--- src/core/idc_regs.svh ---
`ifndef IDC_REGS_SVH
`define IDC_REGS_SVH

// ----------------------------------------------------------------
// register offsets (isa i/o window, low nibble)
// ----------------------------------------------------------------
`define IDC_OFF_CMD        4'h8
`define IDC_OFF_REQ        4'h9
`define IDC_OFF_SMASK      4'ha
`define IDC_OFF_MODE       4'hb
`define IDC_OFF_BPTR       4'hc
`define IDC_OFF_TEMP_CLR   4'hd
`define IDC_OFF_UNMASK     4'he
`define IDC_OFF_AMASK      4'hf

// ----------------------------------------------------------------
// field positions
// ----------------------------------------------------------------
`define IDC_CMD_COPY_BIT   0
`define IDC_CMD_HOLD_BIT   1
`define IDC_SETCLR_BIT     2
`define IDC_MODE_DIR_BIT   5
`define IDC_MODE_AUTO_BIT  4

// ----------------------------------------------------------------
// reset values
// ----------------------------------------------------------------
`define IDC_RST_CMD        2'h0
`define IDC_RST_MASK       4'hf
`define IDC_RST_REQ        4'h0
`define IDC_RST_TEMP       8'h00

`endif

--- src/core/idc_pkg.sv ---
package idc_pkg;

    // channel service mode
    typedef enum logic [1:0] {
        IDC_DEMAND  = 2'b00,
        IDC_SINGLE  = 2'b01,
        IDC_BLOCK   = 2'b10,
        IDC_CASCADE = 2'b11
    } idc_mode_t;

    // transfer type
    typedef enum logic [1:0] {
        IDC_VERIFY  = 2'b00,
        IDC_WRITE   = 2'b01,
        IDC_READ    = 2'b10,
        IDC_ILLEGAL = 2'b11
    } idc_xfer_t;

    // controller state
    typedef enum logic [0:0] {
        IDC_IDLE   = 1'b0,
        IDC_ACTIVE = 1'b1
    } idc_state_t;

endpackage

--- src/core/idc_channel_control.sv ---
`timescale 1ns/1ps
`default_nettype none
`include "idc_regs.svh"

module idc_channel_control #(
    parameter int NCH = 4
) (
    input  wire logic                  core_clk,
    input  wire logic                  sys_rst,
    input  wire logic                  ioWrite,
    input  wire logic                  ioRead,
    input  wire logic [3:0]            ioAddr,
    input  wire logic [7:0]            ioWdata,
    input  wire logic                  wordAccess,
    input  wire logic                  xferActive,
    input  wire logic                  copyByteValid,
    input  wire logic [7:0]            copyByte,
    input  wire logic [NCH-1:0]        dreqIn,
    output logic      [7:0]            ioRdata,
    output logic                       memoryCopyEnable,
    output logic                       channel0AddrHold,
    output logic      [NCH-1:0]        channelBlock,
    output logic      [NCH-1:0]        softRequest,
    output logic      [NCH-1:0]        requestPending,
    output idc_pkg::idc_mode_t [NCH-1:0] chanMode,
    output logic      [NCH-1:0]        addressDirection,
    output logic      [NCH-1:0]        autoInit,
    output idc_pkg::idc_xfer_t [NCH-1:0] transferType,
    output logic      [NCH-1:0]        typeValid,
    output logic                       highByteSel,
    output logic                       softResetStrobe,
    output idc_pkg::idc_state_t        ctrlState
);
    import idc_pkg::*;

    // ----------------------------------------------------------------
    // decode
    // ----------------------------------------------------------------
    function automatic logic hit(input logic [3:0] a, input logic [3:0] off);
        hit = (a == off);
    endfunction

    logic           wrCmd;     // command bits
    logic           wrReq;     // software request
    logic           wrSmask;   // one mask bit
    logic           wrMode;    // channel mode
    logic           wrBptr;    // byte flop clear
    logic           wrClr;     // master clear
    logic           wrUnmask;  // all masks off
    logic           wrAmask;   // all masks loaded
    logic [NCH-1:0] selOne;

    // write strobes per offset
    always_comb
    begin
        wrCmd    = ioWrite && hit(ioAddr, `IDC_OFF_CMD);
        wrReq    = ioWrite && hit(ioAddr, `IDC_OFF_REQ);
        wrSmask  = ioWrite && hit(ioAddr, `IDC_OFF_SMASK);
        wrMode   = ioWrite && hit(ioAddr, `IDC_OFF_MODE);
        wrBptr   = ioWrite && hit(ioAddr, `IDC_OFF_BPTR);
        wrClr    = ioWrite && hit(ioAddr, `IDC_OFF_TEMP_CLR);
        wrUnmask = ioWrite && hit(ioAddr, `IDC_OFF_UNMASK);
        wrAmask  = ioWrite && hit(ioAddr, `IDC_OFF_AMASK);
        selOne   = '0;
        selOne[ioWdata[1:0]] = 1'b1;
    end

    // ----------------------------------------------------------------
    // state registers
    // ----------------------------------------------------------------
    // command, masks and requests
    logic [1:0]        cmd_q, cmd_d;
    logic [NCH-1:0]    mask_q, mask_d;
    logic [NCH-1:0]    req_q, req_d;
    logic [NCH-1:0]    pend_q, pend_d;

    // per-channel mode
    idc_mode_t [NCH-1:0] mode_q, mode_d;
    logic [NCH-1:0]    dir_q, dir_d;
    logic [NCH-1:0]    auto_q, auto_d;
    logic [NCH-1:0]    tvalid_q, tvalid_d;
    idc_xfer_t [NCH-1:0] xfer_q, xfer_d;

    // byte flop, temporary byte, read data, strobe and state
    logic              bptr_q, bptr_d;
    logic [7:0]        temp_q, temp_d;
    logic [7:0]        rdata_q, rdata_d;
    logic              srst_q, srst_d;
    idc_state_t        state_q, state_d;

    // dreq filter: synchroniser view and filtered level
    logic [NCH-1:0]    dreqAgree;
    logic [NCH-1:0]    dreqLevel;
    logic [NCH-1:0]    dreqF_q, dreqF_d;

    // ----------------------------------------------------------------
    // next-value logic
    // ----------------------------------------------------------------

    // controller-wide next values
    always_comb
    begin
        cmd_d   = cmd_q;
        bptr_d  = bptr_q;
        temp_d  = temp_q;
        srst_d  = wrClr;
        state_d = state_q;
        rdata_d = rdata_q;

        // command bits
        if (wrCmd)
            cmd_d = ioWdata[1:0];

        // byte flop: clear wins over a same-cycle toggle
        if (wordAccess)
            bptr_d = ~bptr_q;
        if (wrBptr)
            bptr_d = 1'b0;

        // last byte of a memory copy
        if (copyByteValid && cmd_q[`IDC_CMD_COPY_BIT])
            temp_d = copyByte;

        // engine busy tracking
        unique case (state_q)
            IDC_IDLE:   if (xferActive) state_d = IDC_ACTIVE;
            IDC_ACTIVE: if (!xferActive) state_d = IDC_IDLE;
        endcase

        // reads have no side effect; only the shared offset returns data
        if (ioRead)
            rdata_d = hit(ioAddr, `IDC_OFF_TEMP_CLR) ? temp_q : 8'h00;

        // master clear overrides anything else in the same cycle
        if (wrClr)
        begin
            cmd_d   = `IDC_RST_CMD;
            bptr_d  = 1'b0;
            temp_d  = `IDC_RST_TEMP;
            rdata_d = 8'h00;
            state_d = IDC_IDLE;
        end
    end

    // per-channel next values
    always_comb
    begin
        mask_d   = mask_q;
        req_d    = req_q;
        mode_d   = mode_q;
        dir_d    = dir_q;
        auto_d   = auto_q;
        xfer_d   = xfer_q;
        tvalid_d = tvalid_q;
        for (int i = 0; i < NCH; i++)
        begin
            // pin level is taken only once stages two and three agree
            dreqF_d[i] = dreqAgree[i] ? dreqLevel[i] : dreqF_q[i];
            if (wrReq && selOne[i])
                req_d[i] = ioWdata[`IDC_SETCLR_BIT];
            if (wrSmask && selOne[i])
                mask_d[i] = ioWdata[`IDC_SETCLR_BIT];
            if (wrMode && selOne[i])
            begin
                mode_d[i] = idc_mode_t'(ioWdata[7:6]);
                dir_d[i]  = ioWdata[`IDC_MODE_DIR_BIT];
                auto_d[i] = ioWdata[`IDC_MODE_AUTO_BIT];
                xfer_d[i] = idc_xfer_t'(ioWdata[3:2]);
            end
            // illegal code or cascade/copy leaves type meaningless
            tvalid_d[i] = (mode_d[i] != IDC_CASCADE) && !cmd_d[`IDC_CMD_COPY_BIT]
                          && (xfer_d[i] != IDC_ILLEGAL);
        end

        // whole-mask writes
        if (wrUnmask)
            mask_d = '0;
        if (wrAmask)
            mask_d = ioWdata[NCH-1:0];

        // pending follows the mask as it stands after this write
        pend_d = (req_d | dreqF_q) & ~mask_d;

        // master clear returns every channel to its reset state
        if (wrClr)
        begin
            mask_d   = `IDC_RST_MASK;
            dreqF_d  = '0;
            req_d    = `IDC_RST_REQ;
            pend_d   = '0;
            mode_d   = '{default: IDC_DEMAND};
            dir_d    = '0;
            auto_d   = '0;
            xfer_d   = '{default: IDC_VERIFY};
            tvalid_d = '0;
        end
    end

    // ----------------------------------------------------------------
    // registers
    // ----------------------------------------------------------------
    always_ff @(posedge core_clk or posedge sys_rst)
    begin
        if (sys_rst)
        begin
            cmd_q    <= `IDC_RST_CMD;
            mask_q   <= `IDC_RST_MASK;
            req_q    <= `IDC_RST_REQ;
            pend_q   <= '0;
            mode_q   <= '{default: IDC_DEMAND};
            dir_q    <= '0;
            auto_q   <= '0;
            xfer_q   <= '{default: IDC_VERIFY};
            tvalid_q <= '0;
            bptr_q   <= 1'b0;
            temp_q   <= `IDC_RST_TEMP;
            rdata_q  <= 8'h00;
            srst_q   <= 1'b0;
            state_q  <= IDC_IDLE;
            dreqF_q  <= '0;
        end
        else
        begin
            cmd_q    <= cmd_d;
            mask_q   <= mask_d;
            req_q    <= req_d;
            pend_q   <= pend_d;
            mode_q   <= mode_d;
            dir_q    <= dir_d;
            auto_q   <= auto_d;
            xfer_q   <= xfer_d;
            tvalid_q <= tvalid_d;
            bptr_q   <= bptr_d;
            temp_q   <= temp_d;
            rdata_q  <= rdata_d;
            srst_q   <= srst_d;
            state_q  <= state_d;
            dreqF_q  <= dreqF_d;
        end
    end

    // ----------------------------------------------------------------
    // dreq pin synchronisers
    // ----------------------------------------------------------------
    genvar g;
    generate
        for (g = 0; g < NCH; g++)
        begin : gSync
            logic [2:0] stage_q;

            // three flops in a row; only stage two reads stage one
            always_ff @(posedge core_clk or posedge sys_rst)
            begin
                if (sys_rst)
                    stage_q <= 3'h0;
                else
                    stage_q <= {stage_q[1:0], dreqIn[g]};
            end

            // a change counts once stages two and three agree
            assign dreqAgree[g] = (stage_q[1] == stage_q[2]);
            assign dreqLevel[g] = stage_q[2];
        end
    endgenerate

    // ----------------------------------------------------------------
    // outputs
    // ----------------------------------------------------------------

    // read data and command bits
    assign ioRdata          = rdata_q;
    assign memoryCopyEnable = cmd_q[`IDC_CMD_COPY_BIT];
    assign channel0AddrHold = cmd_q[`IDC_CMD_HOLD_BIT];

    // masks and requests
    assign channelBlock     = mask_q;
    assign softRequest      = req_q;
    assign requestPending   = pend_q;

    // per-channel mode
    assign chanMode         = mode_q;
    assign addressDirection = dir_q;
    assign autoInit         = auto_q;
    assign transferType     = xfer_q;
    assign typeValid        = tvalid_q;

    // byte flop, strobe and state
    assign highByteSel      = bptr_q;
    assign softResetStrobe  = srst_q;
    assign ctrlState        = state_q;

endmodule

`default_nettype wire

--- config.mk ---
export PLATFORM = sky130hd
export DESIGN_NAME = idc_channel_control
export DESIGN_NICKNAME = d
export VERILOG_FILES = /design/src/core/idc_pkg.sv /design/src/core/idc_channel_control.sv
export VERILOG_INCLUDE_DIRS = /design/src /design/src/core
export SDC_FILE = /design/constraint.sdc
export NUM_CORES = 1
export LEC_CHECK = 0
export ABC_AREA = 1
export BUFFER_PORTS_ARGS = -buffer_cell sky130_fd_sc_hd__buf_2
export CAP_MARGIN = 30
export CORE_UTILIZATION = 46
export DETAILED_ROUTE_END_ITERATION = 12
export PLACE_DENSITY = 0.71
export SETUP_SLACK_MARGIN = 0.02
export SLEW_MARGIN = 20
export SYNTH_ARGS = -nofsm -noshare
export SYNTH_HDL_FRONTEND = slang
export SYNTH_SLANG_ARGS = --single-unit
export TNS_END_PERCENT = 1
--- constraint.sdc ---
create_clock -name core_clk -period 2.7 [get_ports core_clk]
set_input_delay 0.27 -clock core_clk [delete_from_list [all_inputs] [get_ports core_clk]]
set_output_delay 0.27 -clock core_clk [all_outputs]
set_load 0.1 [all_outputs]
==> summary.txt, run 1 <==
Worst path cell trace: buf_2
Final number of setup-violating endpoints: 0
GRT Util Overall: 0.208
RSZ-0062 raised after global routing: no
Area Growth Syn to Fin: 21.2%
Tmin final: 1.58 ns
Gpl congestion: 0.872
Final period utilization: 0.586
Arrival time of the worst setup path: 1.31 ns
Clock network power share: 0.207
WL per Instance: 12.9 um
Slowest cell delay on critical path: 0.54 ns
Final Instance Count excl. Fillers: 556
FF-to-FF setup slack: 1.64 ns
Vias per inst: 4.88
Nets: 487
1st-iter DRT viols: 169
Main synth FF type: dfrtp_1
Worst min-delay path startpoint: dreqIn[3]
Area after DPL: 3780 um2
Worst rel slew slack: 0.670
Mean area per synthesized cell: 8.92 um2
PD cells: 902 nW/um2
FP Rows: 30
Path depth of the worst reg2reg path: 4
Setup Skew: 0.00411 ns
CTS tree: yes
I/O pins: 84
Fillers: 627
VDD IR max: 0.530 mV
Vias in the first global route: 2543
Crit path buffers/inverters: 1
Ant. Diodes: 0
Synthesized net count: 397
Setup CP Type: reg2out
Die H: 86.2 um
Cell Int Power: 1.91 mW
Post-cts sizing count: 0
Fraction of registers with async set/reset: 1.00
Synth Warn #: 0
Cells after DPL: 540
Crit path max fanout: 2
Global route overflow: 0
Data required, critical path: 2.43 ns
Clk sinks: 77
Hold Crit Depth: 1
Postcts setup bufs: 0
Post-synthesis cell area: 3260 um2
Multi-input gate area: 1130 um2
Status: finished, final reports clean
Seq pwr share: 0.400
Setup TNS: 0 ns
Worst R2R Start: cmd_q[0]
LEAKAGE: 2.13 nW
Starting Density: 0.478
Final hold violation count: 0
Full die area: 7430 um2
Slew @ Worst Pin: 0.494 ns
First-pass GRT wire length: 11.7 mm
Core ar.: 6830 um2
H-tree depth: 3
FF+latch area: 1930 um2
#FFs+latches synth: 77
Max-cap violations: 0
HPWL after detailed placement: 5.27 mm
Slowest-stage cell, CP: dfstp_2
Net switching power: 1.66 mW
DRC errors left: 0
CP Launch Type: register
Total routed wirelength: 7.19 mm
Hold Path Sink: gSync[3].stage_q[0]
Die Wd: 86.2 um
DRT antenna net count: 0
Clk_lat worst skew: 0.34 ns
Gate power share: 0.393
Max Root-Sink Buffers: 2
Total iterations of the first detailed-routing run: 4
Crit path max-delay family: flip-flops
Initial antenna violation count: 0
Crit. End Element: output pin
Final instance area: 3950 um2
Register area share after synthesis: 0.592
Post-synth EDFFs: 0
Clock slew at reported path FFs: 0.07 ns
CTS Root Cell: clkbuf_8
Post-synthesis cell type count: 22
Power Total: 3.57 mW
Mapped Cells: 366
Largest net degree at the start of global routing: 41
Reg2reg end: temp_q[2]
Fin. max-slew vios: 0
Via count: 2711
Hold Slack: 0.0263 ns
Net Sw Frac: 0.465
PortBufs: 83
Class of the worst hold path: in2reg
Ratio of cells with drive above 1 in the final layout: 0.261
CTS buffer count: 9
Max Clk Rate: 632 MHz
==> power groups by stage <==
stage / Sequential (mW) / Clock (mW) / Combinational, mW
2_1_floorplan: 2.34 / 0 / 0.268
3_3_place_gp: 1.45 / 0 / 1.39
3_5_place_dp: 1.45 / 0 / 1.40
4_1_cts: 1.43 / 0.750 / 1.41
5_1_grt: 1.45 / 0.809 / 1.47
6_report: 1.43 / 0.739 / 1.40
==> sequential cells by signal, summed over array words and instances (netlist names), 2 cells and up <==
signal            count
transferType          8
softRequest           4
dreqF_q               4
cmd_q                 2
chanMode              8
autoInit              4
typeValid             4
gSync.stage_q        12
channelBlock          4
requestPending        4
temp_q                8
addressDirection      4
ioRdata               8
==> cells in the final DEF, fill, tap and decap left out <==
| cell type | count |
|---|---|
| nand4_1 | 8 |
| nor3_1 | 1 |
| clkbuf_1 | 3 |
| nand2_2 | 1 |
| clkinv_2 | 2 |
| dfrtp_1 | 73 |
| o21ai_0 | 15 |
| nand2_1 | 89 |
| inv_2 | 6 |
| buf_12 | 1 |
| clkbuf_8 | 10 |
| xnor2_1 | 1 |
| nor2_1 | 37 |
| nor2_4 | 4 |
| inv_1 | 34 |
| nand3_1 | 40 |
| a21oi_1 | 28 |
| buf_4 | 2 |
| nor2_2 | 3 |
| o21ai_1 | 8 |
| buf_2 | 83 |
| nand3_2 | 2 |
| nand3_4 | 2 |
| dfstp_2 | 4 |
| dlygate4sd3_1 | 1 |
| o31ai_1 | 2 |
==> layer usage <==
layer / share of wire / wire length (um) / track usage / vias to the layer above
li1: - / - / - / 1362
met1: 0.45 / 3220 / 0.288 / 1260
met2: 0.47 / 3390 / 0.321 / 77
met3: 0.063 / 454 / 0.0410 / 12
met4: 0.017 / 121 / 0.0879 / 0
met5: 0 / 0 / 0 / -
==> worst max path at each step <==
stage / start / to / slack [ns] / depth (start not counted)
final: channelBlock[3] / channelBlock[3] / 1.12 / 1
after global routing: ioAddr[2] / addressDirection[1] / 1.06 / 10
after CTS: channelBlock[3] / channelBlock[3] / 1.12 / 1
after detailed placement: ioAddr[2] / addressDirection[0] / 0.88 / 10
after global placement: ioAddr[2] / autoInit[1] / 0.96 / 9
after floorplan: sys_rst / addressDirection[0] / 0.47 / 1
==> synth_stat cells (2+ instances only) <==
library cell | n | area share
nand3_2 | 2 | 0.0061
nor2_1 | 37 | 0.043
inv_1 | 35 | 0.040
buf_4 | 4 | 0.0092
nand3_4 | 2 | 0.011
dfrtp_1 | 73 | 0.56
dfstp_2 | 4 | 0.032
o21ai_1 | 8 | 0.012
inv_2 | 5 | 0.0058
buf_2 | 3 | 0.0046
nand2_1 | 89 | 0.10
nor2_4 | 4 | 0.014
a21oi_1 | 28 | 0.043
nand4_1 | 8 | 0.015
o21ai_0 | 15 | 0.023
nand3_1 | 40 | 0.061
o31ai_1 | 2 | 0.0046
nor2_2 | 3 | 0.0058
==> final cells by class <==
cell class                      instances  share of cell area
Clock inverter                          2             0.00253
Clock buffer                           13              0.0377
Multi-Input combinational cell        241               0.286
Inverter                               40              0.0380
Timing Repair Buffer                   87               0.116
Sequential cell                        77               0.489
Tap cell                               96              0.0304
==> metrics by stage <==
stage	util	worst slack (ns)
after global placement	0.554	0.961
final	0.579	1.12
after CTS	0.579	1.12
after detailed placement	0.554	0.877
after global routing	0.579	1.06
after floorplan	-	0.470
==> kinds of logic after synthesis <==
logic type                count (synthesis)  share of synthesized area
and+or+nand+nor                         187                      0.262
DFF                                      77                      0.592
AOI/OAI and AO/OA                        53                     0.0828
buffers and inverters                    48                     0.0610
xor gates and xnor gates                  1                    0.00268
==> what timing repair did <==
action,CTS,global route
hold buffers,1,0
hold endpoints to repair,6,0
endpoints found under the setup margin,0,0
Power figures use the tool's default switching activity.
==> inputs of run 2 (changes only) <==
Settings changed: PLACE_DENSITY 0.71 to 0.74.
Clock period 2.7 ns to 1.45 ns, I/O delays scaled along.
==> run 2 against run 1 <==
Net effect:
- first-iteration DRC count down 33%
- via count rose by 3.9%
- clock skew increased by 0.0028 ns
- critical path depth unchanged
- sequential share of layout area down 2.2 points
==> summary.txt, run 2 (same netlist as run 1, synthesis figures left out) <==
Tmin final: 1.34 ns
Crit path max-delay family: flip-flops (unchanged)
CTS Root Cell: clkbuf_8 (unchanged)
Final design utilization: 0.606 (was 0.579)
Most frequent cells in the layout: 89 x nand2_1, 79 x buf_2, 73 x dfrtp_1, 40 x nand3_1, 37 x nor2_1 (was 89 x nand2_1, 83 x buf_2, 73 x dfrtp_1, 40 x nand3_1, 37 x nor2_1)
Setup Skew: 0.00693 ns (was 0.00411 ns)
Crit path buffers/inverters: 1 (unchanged)
CTS tree: yes (unchanged)
DRC errors left: 0 (unchanged)
Nets: 496 (was 487)
Status: finished, final reports clean (unchanged)
Power Total: 7.11 mW (was 3.57 mW)
Worst path cell trace: buf_4 (was buf_2)
Starting Density: 0.478 (unchanged)
Biggest register: gSync.stage_q (unchanged)
CP Launch Type: register (unchanged)
Clk sinks: 77 (unchanged)
Final period utilization: 0.925
Clock slew at reported path FFs: 0.08 ns (was 0.07 ns)
H-tree depth: 3 (unchanged)
Final WS setup: 0.109 ns (was 1.12 ns)
Die H: 86.2 um (unchanged)
Final number of setup-violating endpoints: 0 (unchanged)
Final hold violation count: 0 (unchanged)
Slowest-stage cell, CP: dfstp_2 (unchanged)
Total iterations of the first detailed-routing run: 4 (unchanged)
Crit path max fanout: 2 (unchanged)
PD cells: 1720 nW/um2 (was 902 nW/um2)
Ant. Diodes: 0 (unchanged)
Arrival time of the worst setup path: 1.20 ns (was 1.31 ns)
Data required, critical path: 1.31 ns (was 2.43 ns)
Setup CP Type: reg2out (unchanged)
HPWL after detailed placement: 5.29 mm (was 5.27 mm)
Seq pwr share: 0.374 (was 0.400)
Cell Int Power: 3.99 mW (was 1.91 mW)
Fin. max-slew vios: 0 (unchanged)
Area Growth Syn to Fin: 26.8% (was 21.2%)
Core ar.: 6830 um2 (unchanged)
Max Root-Sink Buffers: 2 (unchanged)
FF-to-FF setup slack: 0.34 ns (was 1.64 ns)
Max-cap violations: 0 (unchanged)
First-pass GRT wire length: 12.0 mm (was 11.7 mm)
Net switching power: 3.12 mW (was 1.66 mW)
Pre-CTS setup slack: 0.0489 ns (was 0.877 ns)
Fillers: 623 (was 627)
Vias in the first global route: 2655 (was 2543)
FP Rows: 30 (unchanged)
Clock network power share: 0.254 (was 0.207)
Global route overflow: 0 (unchanged)
Ratio of cells with drive above 1 in the final layout: 0.270 (was 0.261)
WL per Instance: 12.9 um (about the same)
GRT Util Overall: 0.213 (was 0.208)
Gate power share: 0.372 (was 0.393)
Max reg flops: 12 (unchanged)
Class of the worst hold path: in2reg (unchanged)
Clk_lat worst skew: 0.35 ns (was 0.34 ns)
PortBufs: 83 (unchanged)
Initial antenna violation count: 0 (unchanged)
Total routed wirelength: 7.30 mm (was 7.19 mm)
Hold Slack: 0.0329 ns (was 0.0263 ns)
Slowest cell delay on critical path: 0.56 ns (was 0.54 ns)
Via count: 2816 (was 2711)
Largest net degree at the start of global routing: 42 (was 41)
Full die area: 7430 um2 (unchanged)
Multi-input gate area: 1130 um2 (unchanged)
Commonest non-fill, non-tap cell in the layout: nand2_1 (unchanged)
1st-iter DRT viols: 113 (was 169)
LEAKAGE: 2.21 nW (was 2.13 nW)
Gpl congestion: 0.823 (was 0.872)
VDD IR max: 1.03 mV (was 0.530 mV)
Slew @ Worst Pin: 0.490 ns (was 0.494 ns)
Max Clk Rate: 746 MHz
Die Wd: 86.2 um (unchanged)
Worst rel slew slack: 0.675 (was 0.670)
I/O pins: 84 (unchanged)
Crit. End Element: output pin (unchanged)
Vias per inst: 4.98 (was 4.88)
CTS buffer count: 9 (unchanged)
FF+latch area: 1930 um2 (unchanged)
DRT antenna net count: 0 (unchanged)
Postcts setup bufs: 0 (unchanged)
RSZ-0062 raised after global routing: no (unchanged)
Net Sw Frac: 0.438 (was 0.465)
run 2: cell type report:
type | count | share of cell area
clock buffers | 12 | 0.0375
clock inverters | 4 | 0.0169
inverters | 40 | 0.0372
multi-input cells | 241 | 0.274
flip-flops and latches | 77 | 0.467
well taps | 96 | 0.0290
repair buffers | 96 | 0.139
run 2: repair_timing:
item                                   CTS  global route
endpoints found under the hold margin   78             0
gates resized for setup                  4             0
setup endpoints to repair                4             0
hold buffers                             6             0
run 2: worst paths after layout:
check / from / to / depth (start not counted)
worst max-delay path: channelBlock[3] / channelBlock[3] / 1
max in group asynchronous: sys_rst / channelBlock[0] / 4
worst min register to register: gSync[1].stage_q[0] / gSync[1].stage_q[1] / 0
min in group asynchronous: sys_rst / ioRdata[2] / 4
worst min-delay path: copyByte[4] / temp_q[4] / 3
worst max register to register: cmd_q[0] / temp_q[2] / 4
run 2: per-layer routing:
layer,GRT usage,share of wire,up-vias
met5,0,0,-
met4,0.121,0.025,0
met3,0.0429,0.050,13
met2,0.332,0.47,76
met1,0.280,0.46,1346
li1,-,-,1381
run 2: power by group through the flow:
stage / Combinational, mW / Clock (mW) / Sequential (mW)
after floorplan: 0.500 / 0 / 4.35
after global placement: 2.60 / 0 / 2.70
after global routing: 2.79 / 1.93 / 2.70
after detailed placement: 2.62 / 0 / 2.70
after CTS: 2.65 / 1.84 / 2.66
final: 2.64 / 1.80 / 2.66
run 2: stage by stage:
| step | cell area (um2) | std cells | setup TNS [ns] |
|---|---|---|---|
| 3_5_place_dp | 3840 | 544 | 0 |
| 5_1_grt | 4140 | 566 | 0 |
| 2_1_floorplan | 3270 | 366 | -1.32 |
| 6_report | 4140 | 566 | 0 |
| 3_3_place_gp | 3840 | 544 | 0 |
| 4_1_cts | 4140 | 566 | 0 |
==> inputs of run 3 (changes only) <==
Settings changed: CORE_ASPECT_RATIO set to 0.9.
==> run 3 against run 2 <==
Net effect:
- count of clock-buffer cells in the layout shrank 1
- largest cell class unchanged
- critical endpoint is now memoryCopyEnable
- routed wire length grew 2.5%
- total power shrank 1.2%
- clock skew grew 0.0025 ns
- register-to-register slack is essentially flat
- fmax grew 0.29%
- sequential cell count is the same
- sequential share of layout area grew 0.47 points
- critical path depth is the same
- sequential power is essentially flat
- worst hold slack lost 0.0063 ns
==> summary.txt, run 3 (same netlist as run 1, synthesis figures left out) <==
Status: finished, final reports clean (unchanged)
Layer with the highest usage: met2 (unchanged)
Max Clk Rate: 748 MHz (was 746 MHz)
RSZ-0062 raised after global routing: no (unchanged)
Data required, critical path: 1.31 ns (about the same)
CTS Root Cell: clkbuf_8 (unchanged)
CTS tree: yes (unchanged)
Worst min-delay path startpoint: copyByte[6] (was copyByte[4])
Max-cap violations: 0 (unchanged)
Final hold violation count: 0 (unchanged)
Hold Path Sink: temp_q[6] (was temp_q[4])
Final Instance Count excl. Fillers: 558 (was 566)
PD cells: 1710 nW/um2 (was 1720 nW/um2)
Total routed wirelength: 7.49 mm (was 7.30 mm)
Nets: 494 (was 496)
Clock slew at reported path FFs: 0.08 ns (about the same)
Commonest non-fill, non-tap cell in the layout: nand2_1 (unchanged)
Final period utilization: 0.922 (was 0.925)
Max reg flops: 12 (unchanged)
Starting Density: 0.485 (was 0.478)
FF-to-FF setup slack: 0.34 ns (about the same)
Initial antenna violation count: 0 (unchanged)
Final number of setup-violating endpoints: 0 (unchanged)
Hold Crit Depth: 3 (unchanged)
LEAKAGE: 2.19 nW (was 2.21 nW)
First-pass GRT wire length: 12.4 mm (was 12.0 mm)
CP Launch Type: register (unchanged)
Crit path max-delay family: buffers and inverters (was flip-flops)
Slowest-stage cell, CP: buf_2 (was dfstp_2)
Setup TNS: 0 ns (unchanged)
GRT met2 Usage: 0.359 (was 0.332)
H-tree depth: 3 (unchanged)
Die H: 81.9 um (was 86.2 um)
Max Root-Sink Buffers: 2 (unchanged)
WL per Instance: 13.4 um (was 12.9 um)
Path depth of the worst reg2reg path: 4 (unchanged)
Tmin final: 1.34 ns (about the same)
Crit path launch: cmd_q[0] (was channelBlock[3])
Via count: 2782 (was 2816)
GRT Util Overall: 0.218 (was 0.213)
Worst rel slew slack: 0.663 (was 0.675)
Largest net degree at the start of global routing: 78 (was 42)
Full die area: 7430 um2 (about the same)
Worst R2R Start: cmd_q[0] (unchanged)
Met3 Track Usage GR: 0.0602 (was 0.0429)
Crit path buffers/inverters: 1 (unchanged)
HPWL after detailed placement: 5.32 mm (was 5.29 mm)
Ant. Diodes: 0 (unchanged)
Area Growth Syn to Fin: 25.6% (was 26.8%)
Most frequent cells in the layout: 89 x nand2_1, 79 x buf_2, 73 x dfrtp_1, 40 x nand3_1, 37 x nor2_1 (unchanged)
CTS buffer count: 9 (unchanged)
Clk sinks: 77 (unchanged)
M1 GR Usage: 0.281 (was 0.280)
Global route overflow: 0 (unchanged)
Vias in the first global route: 2662 (was 2655)
Final WS setup: 0.113 ns (was 0.109 ns)
Power Total: 7.02 mW (was 7.11 mW)
Die Wd: 90.8 um (was 86.2 um)
I/O pins: 84 (unchanged)
Biggest register: gSync.stage_q (unchanged)
Class of the worst hold path: in2reg (unchanged)
Setup Skew: 0.00947 ns (was 0.00693 ns)
DRC errors left: 0 (unchanged)
PortBufs: 83 (unchanged)
Pre-CTS setup slack: 0.114 ns (was 0.0489 ns)
Gpl congestion: 0.865 (was 0.823)
Setup CP Type: reg2out (unchanged)
Crit path max fanout: 3 (was 2)
Worst path cell trace: buf_2 (was buf_4)
Fin. max-slew vios: 0 (unchanged)
Slew @ Worst Pin: 0.510 ns (was 0.490 ns)
Clk_lat worst skew: 0.35 ns (about the same)
DRT antenna net count: 0 (unchanged)
Cells after DPL: 536 (was 544)
Crit. End Element: output pin (unchanged)
Arrival time of the worst setup path: 1.19 ns (was 1.20 ns)
Core ar.: 6730 um2 (was 6830 um2)
Ratio of cells with drive above 1 in the final layout: 0.265 (was 0.270)
1st-iter DRT viols: 168 (was 113)
Postcts setup bufs: 0 (unchanged)
Total iterations of the first detailed-routing run: 4 (unchanged)
FP Rows: 28 (was 30)
Slowest cell delay on critical path: 0.44 ns (was 0.56 ns)
Vias per inst: 4.99 (was 4.98)
VDD IR max: 1.16 mV (was 1.03 mV)
Reg2reg end: temp_q[2] (unchanged)
-- run 3: cell types whose count changed in the layout (fill, tap and decap cells not counted), sizes merged --
cell	before	now
buf	90	88
clkbuf	12	11
clkinv	2	3
-- run 3: repair_timing --
item / in CTS / in global routing
setup endpoints to repair: 4 / 0
gates resized for setup: 4 / 0
endpoints found under the hold margin: 78 / 0
hold buffers: 6 / 0
-- run 3: how the worst max path moves through the flow --
| stage | end | slack, ns | depth (start not counted) |
|---|---|---|---|
| after floorplan | temp_q[2] | -0.19 | 4 |
| after global placement | typeValid[1] | 0.16 | 9 |
| after detailed placement | addressDirection[1] | 0.11 | 10 |
| after CTS | memoryCopyEnable | 0.1 | 1 |
| after global routing | channelBlock[3] | 0.08 | 1 |
| final | memoryCopyEnable | 0.11 | 1 |
-- run 3: power by group --
group,switching [mW],internal [mW],total [mW]
Sequential,0.165,2.50,2.67
Combinational,2.22,0.429,2.65
Clock,0.750,0.962,1.71
-- run 3: area by class of cell --
type / count / area, um2
repair buffers: 94 / 561
clock inverters: 5 / 75.1
inverters: 40 / 154
flip-flops and latches: 77 / 1930
fillers: 607 / 2630
multi-input cells: 241 / 1130
clock buffers: 11 / 131
well taps: 90 / 113
-- run 3: per-stage QoR --
| step | utilization | cell area (um2) | hold WS, ns |
|---|---|---|---|
| floorplan | - | 3270 | 0.176 |
| global placement | 0.568 | 3820 | 0.253 |
| detailed placement | 0.568 | 3820 | 0.255 |
| CTS | 0.609 | 4100 | 0.00822 |
| global route | 0.609 | 4100 | 0.0123 |
| finish | 0.609 | 4100 | 0.0267 |
-- run 3: layer usage --
metal / routed length [um] / vias up
li1: - / 1380
met1: 3450 / 1322
met2: 3550 / 74
met3: 441 / 6
met4: 45 / 0
met5: 0 / -
